### config.mk
export PLATFORM = sky130hd
export DESIGN_NAME = sync_serial_slave_channel
export DESIGN_NICKNAME = d
export VERILOG_FILES = /design/src/hw/sync_serial_slave_pkg.sv /design/src/hw/sync_serial_slave_channel.sv
export SDC_FILE = /design/constraint.sdc
export NUM_CORES = 1
export LEC_CHECK = 0
export ABC_AREA = 1
export BUFFER_PORTS_ARGS = -buffer_cell sky130_fd_sc_hd__buf_2
export CAP_MARGIN = 20
export CORE_AREA = 8 8 132 134
export DETAILED_ROUTE_END_ITERATION = 10
export DIE_AREA = 0 0 140 142
export PLACE_DENSITY = 0.71
export SLEW_MARGIN = 20
export SYNTH_ARGS = -nofsm -noshare
export SYNTH_HDL_FRONTEND = slang
export SYNTH_SLANG_ARGS = --single-unit
### constraint.sdc
create_clock -name i_clk -period 1.3 [get_ports i_clk]
set_clock_uncertainty 0.05 [all_clocks]
set_input_delay 0.13 -clock i_clk [delete_from_list [all_inputs] [get_ports i_clk]]
set_output_delay 0.13 -clock i_clk [all_outputs]
set_load 0.1 [all_outputs]
### src/hw/sync_serial_slave_pkg.sv
// constants, register map and types for the clocked serial slave channel
// What this block does
// - frame length selects 7-bit or 8-bit frame; other codes prohibited here
// - 9-bit length code is never accepted for this clocked channel
// - serial output level bit sets the data output value, 0 low, 1 high; the data output pin gets it ANDed with its port latch bit
// - output enable 1 lets the engine drive data; 0 stops engine output
// - pin direction bit 0 makes output, 1 makes input
// - port latch drives output pins; input pins read back sampled level
// - transfer irq flag reads 1 when request pending; software writes 0 to clear
// - mask bit 0 passes the pending request to interrupt, 1 blocks it
// - start trigger 1 sets channel enabled and waits for communication; 0 ignored
// - start trigger register always reads zero
// - status bit 6 reads 1 while a transfer is in progress
// - writing data low byte loads frame and starts; byte view also given
// - external clock select takes shift clock from serial clock pin as slave
// - bit order 0 shifts msb first, 1 lsb first, both directions
// - irq source 0 raises on transfer end, 1 on transmit buffer empty
// - overrun clear trigger 1 clears overrun flag; 0 leaves it
package sync_serial_slave_pkg;
	localparam int ADDR_W = 4;
	// word indices of the register map
	localparam logic [3:0] REG_MODE = 4'h0;
	localparam logic [3:0] REG_CONFIG = 4'h1;
	localparam logic [3:0] REG_DATA = 4'h2;
	localparam logic [3:0] REG_BYTE_VIEW = 4'h3;
	localparam logic [3:0] REG_STATUS = 4'h4;
	localparam logic [3:0] REG_START = 4'h5;
	localparam logic [3:0] REG_STOP = 4'h6;
	localparam logic [3:0] REG_FLAG_CLEAR = 4'h7;
	localparam logic [3:0] REG_OUT_LEVELS = 4'h8;
	localparam logic [3:0] REG_OUT_ENABLES = 4'h9;
	localparam logic [3:0] REG_PORT_LATCH = 4'ha;
	localparam logic [3:0] REG_PORT_DIR = 4'hb;
	localparam logic [3:0] REG_IRQ_FLAGS = 4'hc;
	localparam logic [3:0] REG_IRQ_MASKS = 4'hd;
	// field positions
	localparam int MODE_CLK_SEL_BIT = 14;
	localparam int MODE_IRQ_SRC_BIT = 0;
	localparam int CFG_TX_EN_BIT = 15;
	localparam int CFG_RX_EN_BIT = 14;
	localparam int CFG_BIT_ORDER_BIT = 7;
	localparam int STAT_ACTIVE_BIT = 6;
	localparam int STAT_BUF_FULL_BIT = 5;
	localparam int STAT_OVERRUN_BIT = 0;
	localparam int STAT_ENABLED_BIT = 8;
	localparam int CHAN_BIT = 0;
	localparam int OVR_CLEAR_BIT = 0;
	localparam int IRQ_FLAG_BIT = 5;
	localparam int PIN_CLK = 0;
	localparam int PIN_SI = 1;
	localparam int PIN_SO = 2;
	// frame length encodings
	localparam logic [1:0] LEN_9BIT = 2'h1;
	localparam logic [1:0] LEN_7BIT = 2'h2;
	localparam logic [1:0] LEN_8BIT = 2'h3;
	localparam logic [3:0] BITS_7 = 4'h7;
	localparam logic [3:0] BITS_8 = 4'h8;
	// reset values
	localparam logic [15:0] MODE_RST = 16'h0020;
	localparam logic [15:0] CONFIG_RST = 16'h0087;
	localparam logic [15:0] OUT_LEVELS_RST = 16'h0f0f;
	localparam logic [15:0] OUT_ENABLES_RST = 16'h0000;
	localparam logic [7:0] PORT_LATCH_RST = 8'h00;
	localparam logic [7:0] PORT_DIR_RST = 8'hff;
	localparam logic [7:0] IRQ_MASK_RST = 8'hff;
	localparam logic [31:0] UNMAPPED_READ = 32'h0000_0000;
	// avalon request bundle
	typedef struct packed {
		logic [ADDR_W-1:0] address;
		logic read;
		logic write;
		logic [3:0] byteenable;
		logic [31:0] writedata;
	} avl_req_t;
	// channel engine state
	typedef enum logic [1:0] {
		ST_IDLE,
		ST_WAIT,
		ST_SHIFT
	} chan_state_t;
endpackage

### src/hw/sync_serial_slave_channel.sv
// clocked serial slave channel with avalon register access
//
// Decided for this implementation: the address map and the Avalon-MM slave port.
`timescale 1ns/10ps
module sync_serial_slave_channel (
	// clock and reset
	input wire logic i_clk,
	input wire logic i_rst_n,
	// avalon-mm slave
	input wire sync_serial_slave_pkg::avl_req_t i_avl,
	output logic [31:0] o_readdata,
	output logic o_waitrequest,
	// port one pins
	input wire logic [7:0] i_pin,
	output logic [7:0] o_pin,
	output logic [7:0] o_pin_oe,
	// interrupt
	output logic o_irq
);
	import sync_serial_slave_pkg::*;

	logic [15:0] mode_q, config_q, levels_q, enables_q, data_q;
	logic [7:0] latch_q, dir_q, mask_q, tx_buf_q, sh_q;
	logic tx_full_q, irq_flag_q, overrun_q, enabled_q, done_q, empty_ev_q;
	logic [3:0] cnt_q;
	logic [7:0] pin_s1_q, pin_s2_q;
	logic clk_d1_q;
	logic ack_q;
	chan_state_t st_q;

	// frame bits for a length code; only 7 and 8 are legal here
	function automatic logic [3:0] frame_bits(input logic [1:0] code);
		frame_bits = (code == LEN_7BIT) ? BITS_7 : BITS_8;
	endfunction

	function automatic logic len_ok(input logic [1:0] code);
		len_ok = (code == LEN_7BIT) || (code == LEN_8BIT);
	endfunction

	// the data word and its byte view share one storage
	function automatic logic data_view(input logic [3:0] a);
		data_view = (a == REG_DATA) || (a == REG_BYTE_VIEW);
	endfunction

	// two-flop synchronisers for all pins, link clock included;
	// the clock bit resets to its idle high so no false edge follows reset
	localparam logic [7:0] PIN_SYNC_RST = 8'h01 << PIN_CLK;
	always_ff @(posedge i_clk or negedge i_rst_n) begin
		if (!i_rst_n) begin
			pin_s1_q <= PIN_SYNC_RST;
			pin_s2_q <= PIN_SYNC_RST;
		end else begin
			pin_s1_q <= i_pin;
			pin_s2_q <= pin_s1_q;
		end
	end

	always_ff @(posedge i_clk or negedge i_rst_n) begin
		if (!i_rst_n) begin
			clk_d1_q <= 1'b1;
		end else begin
			clk_d1_q <= pin_s2_q[PIN_CLK];
		end
	end

	// shift-clock rising edge; clock idles high, the next bit leaves
	// right after a rise, well before the master samples again
	logic ext_clk, sck_rise, lsb_first, acc, wr, rd, last_bit;
	logic [3:0] nbits;
	assign ext_clk = mode_q[MODE_CLK_SEL_BIT];
	assign sck_rise = ext_clk && !clk_d1_q && pin_s2_q[PIN_CLK];
	assign lsb_first = config_q[CFG_BIT_ORDER_BIT];
	assign nbits = frame_bits(config_q[1:0]);
	assign last_bit = (cnt_q == nbits - 4'h1);
	assign acc = (i_avl.read || i_avl.write) && !ack_q;
	// writes land on the edge that ends the wait, the one the master sees
	assign wr = ack_q && i_avl.write;
	assign rd = acc && i_avl.read;

	// one wait cycle per access, answer on the second edge
	always_ff @(posedge i_clk or negedge i_rst_n) begin
		if (!i_rst_n) begin
			ack_q <= 1'b0;
		end else begin
			ack_q <= acc;
		end
	end

	always_ff @(posedge i_clk or negedge i_rst_n) begin
		if (!i_rst_n) begin
			o_waitrequest <= 1'b1;
		end else begin
			o_waitrequest <= !acc;
		end
	end

	// software configuration registers
	always_ff @(posedge i_clk or negedge i_rst_n) begin
		if (!i_rst_n) begin
			mode_q <= MODE_RST;
			config_q <= CONFIG_RST;
			levels_q <= OUT_LEVELS_RST;
			enables_q <= OUT_ENABLES_RST;
			latch_q <= PORT_LATCH_RST;
			dir_q <= PORT_DIR_RST;
			mask_q <= IRQ_MASK_RST;
		end else if (wr && i_avl.byteenable[0]) begin
			unique case (i_avl.address)
				REG_MODE: mode_q <= i_avl.writedata[15:0];
				REG_CONFIG: config_q <= i_avl.writedata[15:0];
				REG_OUT_LEVELS: levels_q <= i_avl.writedata[15:0];
				REG_OUT_ENABLES: enables_q <= i_avl.writedata[15:0];
				REG_PORT_LATCH: latch_q <= i_avl.writedata[7:0];
				REG_PORT_DIR: dir_q <= i_avl.writedata[7:0];
				REG_IRQ_MASKS: mask_q <= i_avl.writedata[7:0];
				default: ;
			endcase
		end
	end

	// transmit buffer loaded by data or byte-view writes
	logic tx_wr, take_buf;
	assign tx_wr = wr && i_avl.byteenable[0] && data_view(i_avl.address);
	assign take_buf = (st_q == ST_WAIT) && tx_full_q && len_ok(config_q[1:0]);

	always_ff @(posedge i_clk or negedge i_rst_n) begin
		if (!i_rst_n) begin
			tx_buf_q <= 8'h00;
			tx_full_q <= 1'b0;
		end else if (tx_wr) begin
			tx_buf_q <= i_avl.writedata[7:0];
			tx_full_q <= 1'b1;
		end else if (take_buf) begin
			tx_full_q <= 1'b0;
		end
	end

	// channel enable: start sets, stop clears
	always_ff @(posedge i_clk or negedge i_rst_n) begin
		if (!i_rst_n) begin
			enabled_q <= 1'b0;
		end else if (wr && i_avl.address == REG_START && i_avl.writedata[CHAN_BIT]) begin
			enabled_q <= 1'b1;
		end else if (wr && i_avl.address == REG_STOP && i_avl.writedata[CHAN_BIT]) begin
			enabled_q <= 1'b0;
		end
	end

	// engine: idle, waiting for data, shifting
	always_ff @(posedge i_clk or negedge i_rst_n) begin
		if (!i_rst_n) begin
			st_q <= ST_IDLE;
			cnt_q <= 4'h0;
			sh_q <= 8'h00;
			done_q <= 1'b0;
		end else begin
			done_q <= 1'b0;
			unique case (st_q)
				ST_IDLE: begin
					if (enabled_q && len_ok(config_q[1:0])) begin
						st_q <= ST_WAIT;
					end
				end
				ST_WAIT: begin
					if (!enabled_q) begin
						st_q <= ST_IDLE;
					end else if (take_buf) begin
						// msb first aligns to frame top
						sh_q <= (lsb_first || nbits == BITS_8) ? tx_buf_q : {tx_buf_q[6:0], 1'b0};
						cnt_q <= 4'h0;
						st_q <= ST_SHIFT;
					end
				end
				ST_SHIFT: begin
					if (!enabled_q) begin
						st_q <= ST_IDLE;
					end else if (sck_rise) begin
						if (lsb_first) begin
							sh_q <= {pin_s2_q[PIN_SI], sh_q[7:1]};
						end else begin
							sh_q <= {sh_q[6:0], pin_s2_q[PIN_SI]};
						end
						cnt_q <= cnt_q + 4'h1;
						if (last_bit) begin
							done_q <= 1'b1;
							st_q <= ST_WAIT;
						end
					end
				end
				default: st_q <= ST_IDLE;
			endcase
		end
	end

	// received frame into the data register
	always_ff @(posedge i_clk or negedge i_rst_n) begin
		if (!i_rst_n) begin
			data_q <= 16'h0000;
		end else if (done_q) begin
			if (lsb_first && nbits == BITS_7) begin
				data_q <= {9'h000, sh_q[7:1]};
			end else if (nbits == BITS_7) begin
				data_q <= {9'h000, sh_q[6:0]};
			end else begin
				data_q <= {8'h00, sh_q};
			end
		end
	end

	// buffer-empty event when the engine takes the buffer
	always_ff @(posedge i_clk or negedge i_rst_n) begin
		if (!i_rst_n) begin
			empty_ev_q <= 1'b0;
		end else begin
			empty_ev_q <= take_buf;
		end
	end

	// sticky irq flag; a set in the same cycle beats a software clear
	logic irq_set, irq_clr;
	assign irq_set = mode_q[MODE_IRQ_SRC_BIT] ? empty_ev_q : done_q;
	assign irq_clr = wr && i_avl.address == REG_IRQ_FLAGS && !i_avl.writedata[IRQ_FLAG_BIT];
	always_ff @(posedge i_clk or negedge i_rst_n) begin
		if (!i_rst_n) begin
			irq_flag_q <= 1'b0;
		end else if (irq_set) begin
			irq_flag_q <= 1'b1;
		end else if (irq_clr) begin
			irq_flag_q <= 1'b0;
		end
	end

	// overrun: a frame ends while the previous one was never read
	logic unread_q;
	always_ff @(posedge i_clk or negedge i_rst_n) begin
		if (!i_rst_n) begin
			unread_q <= 1'b0;
			overrun_q <= 1'b0;
		end else begin
			if (done_q) begin
				unread_q <= 1'b1;
			end else if (rd && data_view(i_avl.address)) begin
				unread_q <= 1'b0;
			end
			if (done_q && unread_q) begin
				overrun_q <= 1'b1;
			end else if (wr && i_avl.address == REG_FLAG_CLEAR && i_avl.writedata[OVR_CLEAR_BIT]) begin
				overrun_q <= 1'b0;
			end
		end
	end

	// level interrupt out
	always_ff @(posedge i_clk or negedge i_rst_n) begin
		if (!i_rst_n) begin
			o_irq <= 1'b0;
		end else begin
			o_irq <= irq_flag_q && !mask_q[IRQ_FLAG_BIT];
		end
	end

	// read mux
	logic [15:0] stat;
	always_comb begin
		stat = 16'h0000;
		stat[STAT_ACTIVE_BIT] = (st_q == ST_SHIFT);
		stat[STAT_BUF_FULL_BIT] = tx_full_q;
		stat[STAT_OVERRUN_BIT] = overrun_q;
		stat[STAT_ENABLED_BIT] = enabled_q;
	end

	always_ff @(posedge i_clk or negedge i_rst_n) begin
		if (!i_rst_n) begin
			o_readdata <= 32'h0000_0000;
		end else if (rd) begin
			unique case (i_avl.address)
				REG_MODE: o_readdata <= {16'h0000, mode_q};
				REG_CONFIG: o_readdata <= {16'h0000, config_q};
				REG_DATA: o_readdata <= {16'h0000, data_q};
				REG_BYTE_VIEW: o_readdata <= {24'h000000, data_q[7:0]};
				REG_STATUS: o_readdata <= {16'h0000, stat};
				REG_START: o_readdata <= UNMAPPED_READ;
				REG_OUT_LEVELS: o_readdata <= {16'h0000, levels_q};
				REG_OUT_ENABLES: o_readdata <= {16'h0000, enables_q};
				REG_PORT_LATCH: o_readdata <= {24'h000000, (latch_q & ~dir_q) | (pin_s2_q & dir_q)};
				REG_PORT_DIR: o_readdata <= {24'h000000, dir_q};
				REG_IRQ_FLAGS: o_readdata <= 32'(irq_flag_q) << IRQ_FLAG_BIT;
				REG_IRQ_MASKS: o_readdata <= {24'h000000, mask_q};
				default: o_readdata <= UNMAPPED_READ;
			endcase
		end
	end

	// serial data output value
	logic so_bit;
	always_comb begin
		so_bit = levels_q[CHAN_BIT];
		if (enables_q[CHAN_BIT] && st_q == ST_SHIFT) begin
			so_bit = lsb_first ? sh_q[0] : sh_q[7];
		end
	end

	// pins: latch drives, data output pin carries the serial bit ANDed with its latch bit
	logic [7:0] pin_val;
	always_comb begin
		pin_val = latch_q;
		pin_val[PIN_SO] = latch_q[PIN_SO] & so_bit;
	end

	always_ff @(posedge i_clk or negedge i_rst_n) begin
		if (!i_rst_n) begin
			o_pin <= 8'h00;
			o_pin_oe <= 8'h00;
		end else begin
			o_pin <= pin_val;
			o_pin_oe <= ~dir_q;
		end
	end
endmodule

# Word-level counts from Yosys, hierarchy flattened
# Cells that the tools add are included.
word_totals:
  reg_bits: 201
  in_bits: 52
  out_inout_bits: 50
  word_cells: 152
op_classes:
  n_addsub: 2
  eq_ne: 28
  muxes: 40
  bitwise: 5
  reduce_logical: 49
ops:
  columns: ["op", "count"]
  rows:
  - ["$pmux 16 s11", 1]
  - ["$mux 8", 8]
  - ["$eq 4x4->1 const B", 7]
  - ["$logic_and 1x1->1", 23]
  - ["$eq 4x3->1 const B", 5]
  - ["$mux 4", 5]
  - ["$mux 1", 17]
  - ["$and 8x8->8", 2]
  - ["$pmux 8 s2", 1]
  - ["$reduce_and 2->1", 7]
  - ["$mux 2", 6]
  - ["$reduce_bool 2->1", 6]
  - ["$ne 2x2->1 const B", 5]
  - ["$ne 3x3->1 const B", 3]
  - ["$eq 4x2->1 const B", 2]
  - ["$not 8->8", 1]
  - ["$or 8x8->8", 1]
  - ["$pmux 4 s2", 1]
  - ["$eq 2x2->1 const B", 3]
  - ["$pmux 2 s3", 1]
  - ["$logic_not 1->1", 5]
  - ["$reduce_and 5->1", 1]
  - ["$add 4x1->4 const B", 1]
  - ["$eq 4x1->1 const B", 1]
  - ["other kinds (8)", 11]

# Logic depth before layout (Yosys ltp)
# Gate-level depths: netlist (run 1).
depth:
  word_depth: 8
  mapped_depth: 11
  depth_no_buf: 9

# Worst setup path after synthesis (run 1)
# OpenSTA, ideal clock, no wires.
synth_path:
  kind: "register -> register"
  from: "reg config_q[7]"
  to: "reg sh_q[1]"
  setup_time_ns: 0.121
  arrival_ns: 1.232
  required_ns: 1.129
  setup_slack_ns: -0.103
  stages_incl_launch_ff: 7
  path_buffers: 1
  period_less_slack_ns: 1.403
  path_cell_list: "dfstp_2 clkinv_1 buf_2 o21ai_0 o21ai_0 nand2_1 o21ai_1"
synth_between:
  elab_chain_len: 5
  word_cells_on_any_way: 8
  classes_between: "mux (7); reduce/logical (1)"
synth_rtl:
  columns: ["item", "line_no", "source"]
  rows:
  - ["start, declared", "sync_serial_slave_channel.sv:22", "logic [15:0] mode_q, config_q, levels_q, enables_q, data_q;"]
  - ["start signal, assigned", "sync_serial_slave_channel.sv:110", "REG_CONFIG: config_q <= i_avl.writedata[15:0];"]
  - ["$logic_or 1x1->1", "sync_serial_slave_channel.sv:169", "sh_q <= (lsb_first || nbits == BITS_8) ? tx_buf_q : {tx_buf_q[6:0], 1'b0};"]
  - ["$mux 8", "sync_serial_slave_channel.sv:169", null]
  - ["$mux 8", "sync_serial_slave_channel.sv:167", "end else if (take_buf) begin"]
  - ["$mux 8", "sync_serial_slave_channel.sv:165", "if (!enabled_q) begin"]
  - ["$pmux 8 s2 *", "sync_serial_slave_channel.sv:158", "unique case (st_q)"]
  - ["end signal, assigned", "sync_serial_slave_channel.sv:169", null]
  - ["end signal, assigned", "sync_serial_slave_channel.sv:179", "sh_q <= {pin_s2_q[PIN_SI], sh_q[7:1]};"]
  - ["end signal, assigned", "sync_serial_slave_channel.sv:181", "sh_q <= {sh_q[6:0], pin_s2_q[PIN_SI]};"]
  - ["end, declared", "sync_serial_slave_channel.sv:23", "logic [7:0] latch_q, dir_q, mask_q, tx_buf_q, sh_q;"]
# Mark *: on every way between the ends. The rest lies on a longest branch, timed or not. The select of a mux whose other input is x is not followed.
# A chain may end at the register's enable or synchronous reset.

# Final worst setup path (run 1)
layout_path:
  from: "reg pin_s2_q[0]"
  to: "reg sh_q[1]"
layout_between:
  elab_chain_len: 3
layout_rtl:
  columns: ["item", "line_no", "source"]
  rows:
  - ["start, declared", "sync_serial_slave_channel.sv:26", "logic [7:0] pin_s1_q, pin_s2_q;"]
  - ["start signal, assigned", "sync_serial_slave_channel.sv:54", "pin_s2_q <= pin_s1_q;"]
  - ["$logic_and 1x1->1", "sync_serial_slave_channel.sv:71", "assign sck_rise = ext_clk && !clk_d1_q && pin_s2_q[PIN_CLK];"]
  - ["$ne 2x2->1 (no source line)", null, null]
  - ["$reduce_and 5->1 (no source line)", null, null]
# No other way between the ends.

==> flow_summary.ini, run 1 <==
[run_status]
status = finished with violations
violations = negative setup slack

[placed_design]
post-place-ws_ns = -0.260
place_area_mm2 = 0.00899
dp_hpwl_um = 14700
place_congestion = 0.929
portBuffers = 66

[timing]
worstMarginPinSlew_ns = 0.897
hold_viol_final = 0
slew_headroom = 0.400
finalCriticalPeriod_ns = 1.60
final_max_slew_viol_count = 0
setup_slack_ns = -0.302
fmax_ghz = 0.624
rsz0062_at_grt = yes
fin_crit_sh = 1.23
holdWs_ns = 0.0262
setup_tns_ns = -20.08
finalSetupViolations = 129

[floorplan]
io_pins = 102
die_y_um = 142
die_area_mm2 = 0.0199
initial_core_util = 0.504
coreArea_mm2 = 0.0154
die_x_um = 140
row_count = 46

[worst_setup_path]
end_kind = flop
startpoint_type = flop
cp.required_ns = 1.58
critical_path_arrival_ns = 1.88
critPathMaxFanout = 8
path_class = reg -> reg

[detailed_routing]
totalWireLength_um = 28000
antenna_left = 0
drc = 0
wl_per_cell_um = 21.3
vias = 7671
drtIter0Drc = 750
drt_pass1_iterations = 8
routed_via_density = 5.83

[power_and_ir_drop]
powerDensity_mw_per_mm2 = 1380
pwr-share-comb = 0.245
p_total_w = 0.0161
clockPowerShare = 0.324
p_int_w = 0.0104
p_leak_nw = 5.50
switching_share = 0.354
p_seq_frac = 0.431
ir_drop_uv = 959
p_sw_w = 0.00569

[synth]
synth_warnings = 0
netlist_area_mm2 = 0.00778
synth_cell_type_count = 30
yosys_register_bits = 177
syn_area_per_cell_um2 = 8.49
ys_seq_area_frac = 0.575
syn_inst = 917

[global_routing]
grt_pass1_wl_um = 38600
grt.total_usage = 0.249
grt_overflow = 0
met1_usage = 0.301
grt_max_degree = 50
grt_busiest_layer = met2
met2_usage = 0.410
first_global_vias = 7279
met3_usage = 0.0600
antenna_found_initial = 0

[hold_path]
hold_path_class = in -> reg

[flow_run]
maxCapViolations = 0

[clock_tree]
cts-root-buf = clkbuf_16
htreeDepth = 4
clk_latency_ns = 0.44
clock-sinks = 177
clkTransAtPathRegs_ns = 0.07
clockBufferDepth = 2
tritoncts = yes
cts_buffers = 17

[finish]
postLayoutCellArea_mm2 = 0.0117
final_nets = 1164
drive_gt1_frac = 0.447
area_growth_pct = 49.8
diodes = 0
## power by group through the flow
stage | combinational (W) | clock (W) | sequential, W
2_1_floorplan | 0.00121 | 0 | 0.00757
3_3_place_gp | 0.00297 | 0 | 0.00676
3_5_place_dp | 0.00302 | 0 | 0.00677
4_1_cts | 0.00340 | 0.00516 | 0.00674
5_1_grt | 0.00416 | 0.00545 | 0.00698
6_report | 0.00395 | 0.00521 | 0.00693
## placed cells by master, fill, tap and decap left out, types with 3 or more instances in the layout
master,netlist,layout
a21oi_1,16,11
a21oi_2,1,4
buf_12,0,20
buf_16,0,9
buf_2,22,31
buf_4,19,92
buf_6,4,25
buf_8,0,7
clkbuf_16,0,19
clkinv_4,0,3
clkinvlp_4,0,3
conb_1,1,16
dfrtp_1,144,143
dfstp_2,33,33
dlygate4sd3_1,0,18
inv_1,59,54
inv_2,9,12
inv_8,0,3
nand2_1,349,233
nand2_2,8,61
nand2_4,2,57
nand2_8,0,12
nand3_1,43,40
nand3_2,0,3
nand4_1,10,10
nor2_1,41,34
nor2_2,5,6
nor2_4,7,13
o21ai_0,42,18
o21ai_1,88,37
o21ai_2,0,73
## routing by layer
metal  share of wire  up-vias  wire length, um
met4           0.050        0             1410
met5               0        -                0
met2            0.50      499            13900
met3           0.087      137             2440
li1                -     3308                -
met1            0.37     3727            10200
## cell usage after synthesis, drive strengths merged
master  count  area share
clkinv      2     0.00097
dfrtp     144        0.46
nor3b       1     0.00097
a211oi      1     0.00097
o21ai     130       0.084
o211ai      2      0.0019
buf        45       0.038
ha          1      0.0016
clkbuf      3      0.0014
nand4      10      0.0080
nand2     359        0.18
xnor2       1      0.0011
nor2       53       0.034
inv        68       0.033
dfstp      33        0.11
a21oi      17       0.011
nand3      43       0.028
nor4        1     0.00080
conb        1     0.00048
nor3        1     0.00064
xor2        1      0.0011
## cell type report
class                           instances  area, um^2
Fill cell                             932        3770
Multi-Input combinational cell        641        3960
Sequential cell                       177        4470
Clock buffer                           18         439
Timing Repair Buffer                  204        2110
Clock inverter                         14         155
Inverter                               70         275
Tap cell                              192         240
## worst max-delay path: stages, from the launching register on
cell       delay [ns]
dfstp_2          0.55
nand2_2          0.07
nor2_2           0.11
buf_6            0.14
nor2_4           0.04
a21oi_4          0.23
clkbuf_16        0.22
o21ai_1          0.07
## state kept, by name, indices dropped and copies added, names as in the netlist, 2 cells and up
| register | cells |
|---|---|
| pin_s1_q | 8 |
| mask_q | 8 |
| pin_s2_q | 8 |
| dir_q | 8 |
| config_q | 16 |
| enables_q | 16 |
| mode_q | 16 |
| data_q | 8 |
| levels_q | 16 |
| tx_buf_q | 8 |
| o_pin | 8 |
| o_readdata | 16 |
| o_pin_oe | 8 |
| latch_q | 8 |
| cnt_q | 4 |
| sh_q | 8 |
| st_q | 2 |
## worst paths after layout
check,start,slack (ns),to,cells past startpoint
max in group asynchronous,i_rst_n,0.50,mask_q[2],3
min in group asynchronous,i_rst_n,0.06,sh_q[4],2
hold reg to reg,pin_s1_q[4],0.30,pin_s2_q[4],0
setup / recovery,pin_s2_q[0],-0.30,sh_q[1],7
hold / removal,i_avl[0],0.03,enabled_q,3
setup reg to reg,pin_s2_q[0],-0.30,sh_q[1],7
## through the flow
step           utilization  cells
3_5_place_dp         0.583   1226
6_report             0.756   1316
4_1_cts              0.699   1301
3_3_place_gp         0.583   1226
2_1_floorplan            -    932
5_1_grt              0.756   1316
## logic make-up (layout without fill, tap and decap cells)
kind of cell	Yosys count	in the layout	synth area share
other	1	16	0.000482
flip-flops	177	177	0.575
adder cells (fa/ha/maj)	1	1	0.00161
AO/OA/AOI/OAI	150	150	0.0979
XOR/XNOR	2	2	0.00225
buffers and inverters	118	306	0.0735
AND/OR/NAND/NOR	468	472	0.250
## what timing repair did
item	4_1_cts	5_1_grt
hold buffers	18	0
resized for setup	207	191
gates cloned	15	3
setup buffers	10	16
setup endpoints to repair	161	139
pin swaps	8	25
endpoints found under the hold margin	186	0
No activity file was read; power rests on OpenSTA's default activity.
==> run 2, diff against run 1 <==
CORE_AREA = 3 3 127 129   (was 8 8 132 134)
DIE_AREA = 0 0 130 132   (was 0 0 140 142)
==> flow_summary.ini, run 2 (synthesis gave the netlist of run 1 again) <==
[run_status]
status = finished with violations
violations = negative setup slack

[worst_setup_path]
startpoint_type = flop
critical_path_arrival_ns = 1.83
crit_top_cell = buf_12
path_cells = nand2_2 -> nor2_4 -> nor2_2 -> a21oi_4 -> buf_12 -> buf_12 -> nand2_1 -> o21ai_1
critPathMaxStageDelay_ns = 0.54
cp.required_ns = 1.61
critPathMaxFanout = 8
slowest_stage = dfstp_2
path_buf_inv = 2
cp_top_family = flip-flops
end_kind = flop
r2r_slack_ns = -0.21
path_class = reg -> reg

[finish]
layout.area.seq_mm2 = 0.00447
layout_common_cells = nand2_1 (252), dfrtp_1 (143), buf_4 (82)
diodes = 0
layout_commonest_cell = nand2_1
area_growth_pct = 44.4
fillerInstances = 971
final_nets = 1149
multi_input_area_mm2 = 0.00368
postLayoutCellArea_mm2 = 0.0112
drive_gt1_frac = 0.403

[floorplan]
die_x_um = 130
row_count = 45
die_y_um = 132
coreArea_mm2 = 0.0151
die_area_mm2 = 0.0172
io_pins = 102
initial_core_util = 0.514

[global_routing]
grt_pass1_wl_um = 33900
first_global_vias = 6578
antenna_found_initial = 0
grt_overflow = 0
grt.total_usage = 0.255
grt_max_degree = 37

[power_and_ir_drop]
p_leak_nw = 5.33
powerDensity_mw_per_mm2 = 1410
ir_drop_uv = 1040

[detailed_routing]
drc = 0
totalWireLength_um = 24600
antenna_left = 0
wl_per_cell_um = 19.0
vias = 7182
drt_pass1_iterations = 5
drtIter0Drc = 724
routed_via_density = 5.54

[timing]
holdWs_ns = 0.000485
fin_crit_sh = 1.16
final_max_slew_viol_count = 0
rsz0062_at_grt = yes
worstMarginPinSlew_ns = 0.925
finalCriticalPeriod_ns = 1.51
setup_slack_ns = -0.212
finalSetupViolations = 111
hold_viol_final = 0
fmax_ghz = 0.661
slew_headroom = 0.381

[placed_design]
dp_hpwl_um = 14300
place_congestion = 0.982
post-place-ws_ns = -0.298
portBuffers = 66
place_area_mm2 = 0.00904

[clock_tree]
htreeDepth = 4
clk_latency_ns = 0.44
tritoncts = yes
cts_buffers = 17
cts-root-buf = clkbuf_16
clock-sinks = 177
clkTransAtPathRegs_ns = 0.07
clockBufferDepth = 2

[hold_path]
hold_path_class = in -> reg

[flow_run]
maxCapViolations = 0
[run 2: cell types whose count changed in the layout (fill, tap and decap cells not counted), sizes merged]
cell,before,now
nand2,363,362
buf,184,165
clkbuf,20,25
clkinv,8,6
inv,72,73
bufinv,1,2
clkinvlp,3,2
[run 2: layer usage]
metal	share of wire	GRT usage
met4	0.035	0.0733
met2	0.49	0.409
met3	0.078	0.0701
met5	0	0
met1	0.40	0.342
[run 2: worst paths after layout]
kind / startpoint / endpoint / cells after the start
max: pin_s2_q[0] / sh_q[3] / 8
min in group asynchronous: i_rst_n / sh_q[6] / 2
max reg2reg: pin_s2_q[0] / sh_q[3] / 8
max in group asynchronous: i_rst_n / mask_q[0] / 3
min reg2reg: pin_s1_q[3] / pin_s2_q[3] / 0
min: i_avl[5] / irq_flag_q / 3
[run 2: power by group]
group	internal [W]	switching (W)
sequential	0.00627	0.000611
combinational	0.00125	0.00246
clock	0.00292	0.00231
[run 2: per-stage QoR]
stage | std cells | total power (W) | util | TNS, ns
after detailed placement | 1222 | 0.00979 | 0.597 | -13.19
after CTS | 1277 | 0.0151 | 0.665 | -3.11
after global placement | 1222 | 0.00973 | 0.597 | -12.59
after global routing | 1296 | 0.0164 | 0.742 | -13.00
final | 1296 | 0.0158 | 0.742 | -6.87
after floorplan | 932 | 0.00877 | - | -0.384
[run 2: layout make-up]
class	count	area share
clock buffers	18	0.0391
clock inverters	13	0.0137
inverters	70	0.0245
multi-input cells	640	0.327
flip-flops and latches	177	0.398
well taps	188	0.0209
repair buffers	190	0.176
[run 2: worst reg2reg max path: stages (launching register included)]
cell and delay, ns:
dfstp_2 0.54, nand2_2 0.07, nor2_4 0.16, nor2_2 0.07, a21oi_4 0.17, buf_12 0.15, buf_12 0.11, nand2_1 0.06
o21ai_1 0.07
[run 2: what timing repair did]
item	4_1_cts	5_1_grt
hold buffers	18	0
buffers inserted	4	7
setup endpoints to repair	105	114
pin swaps	6	28
resized for setup	62	255
cloned	2	13
hold endpoints to repair	188	0
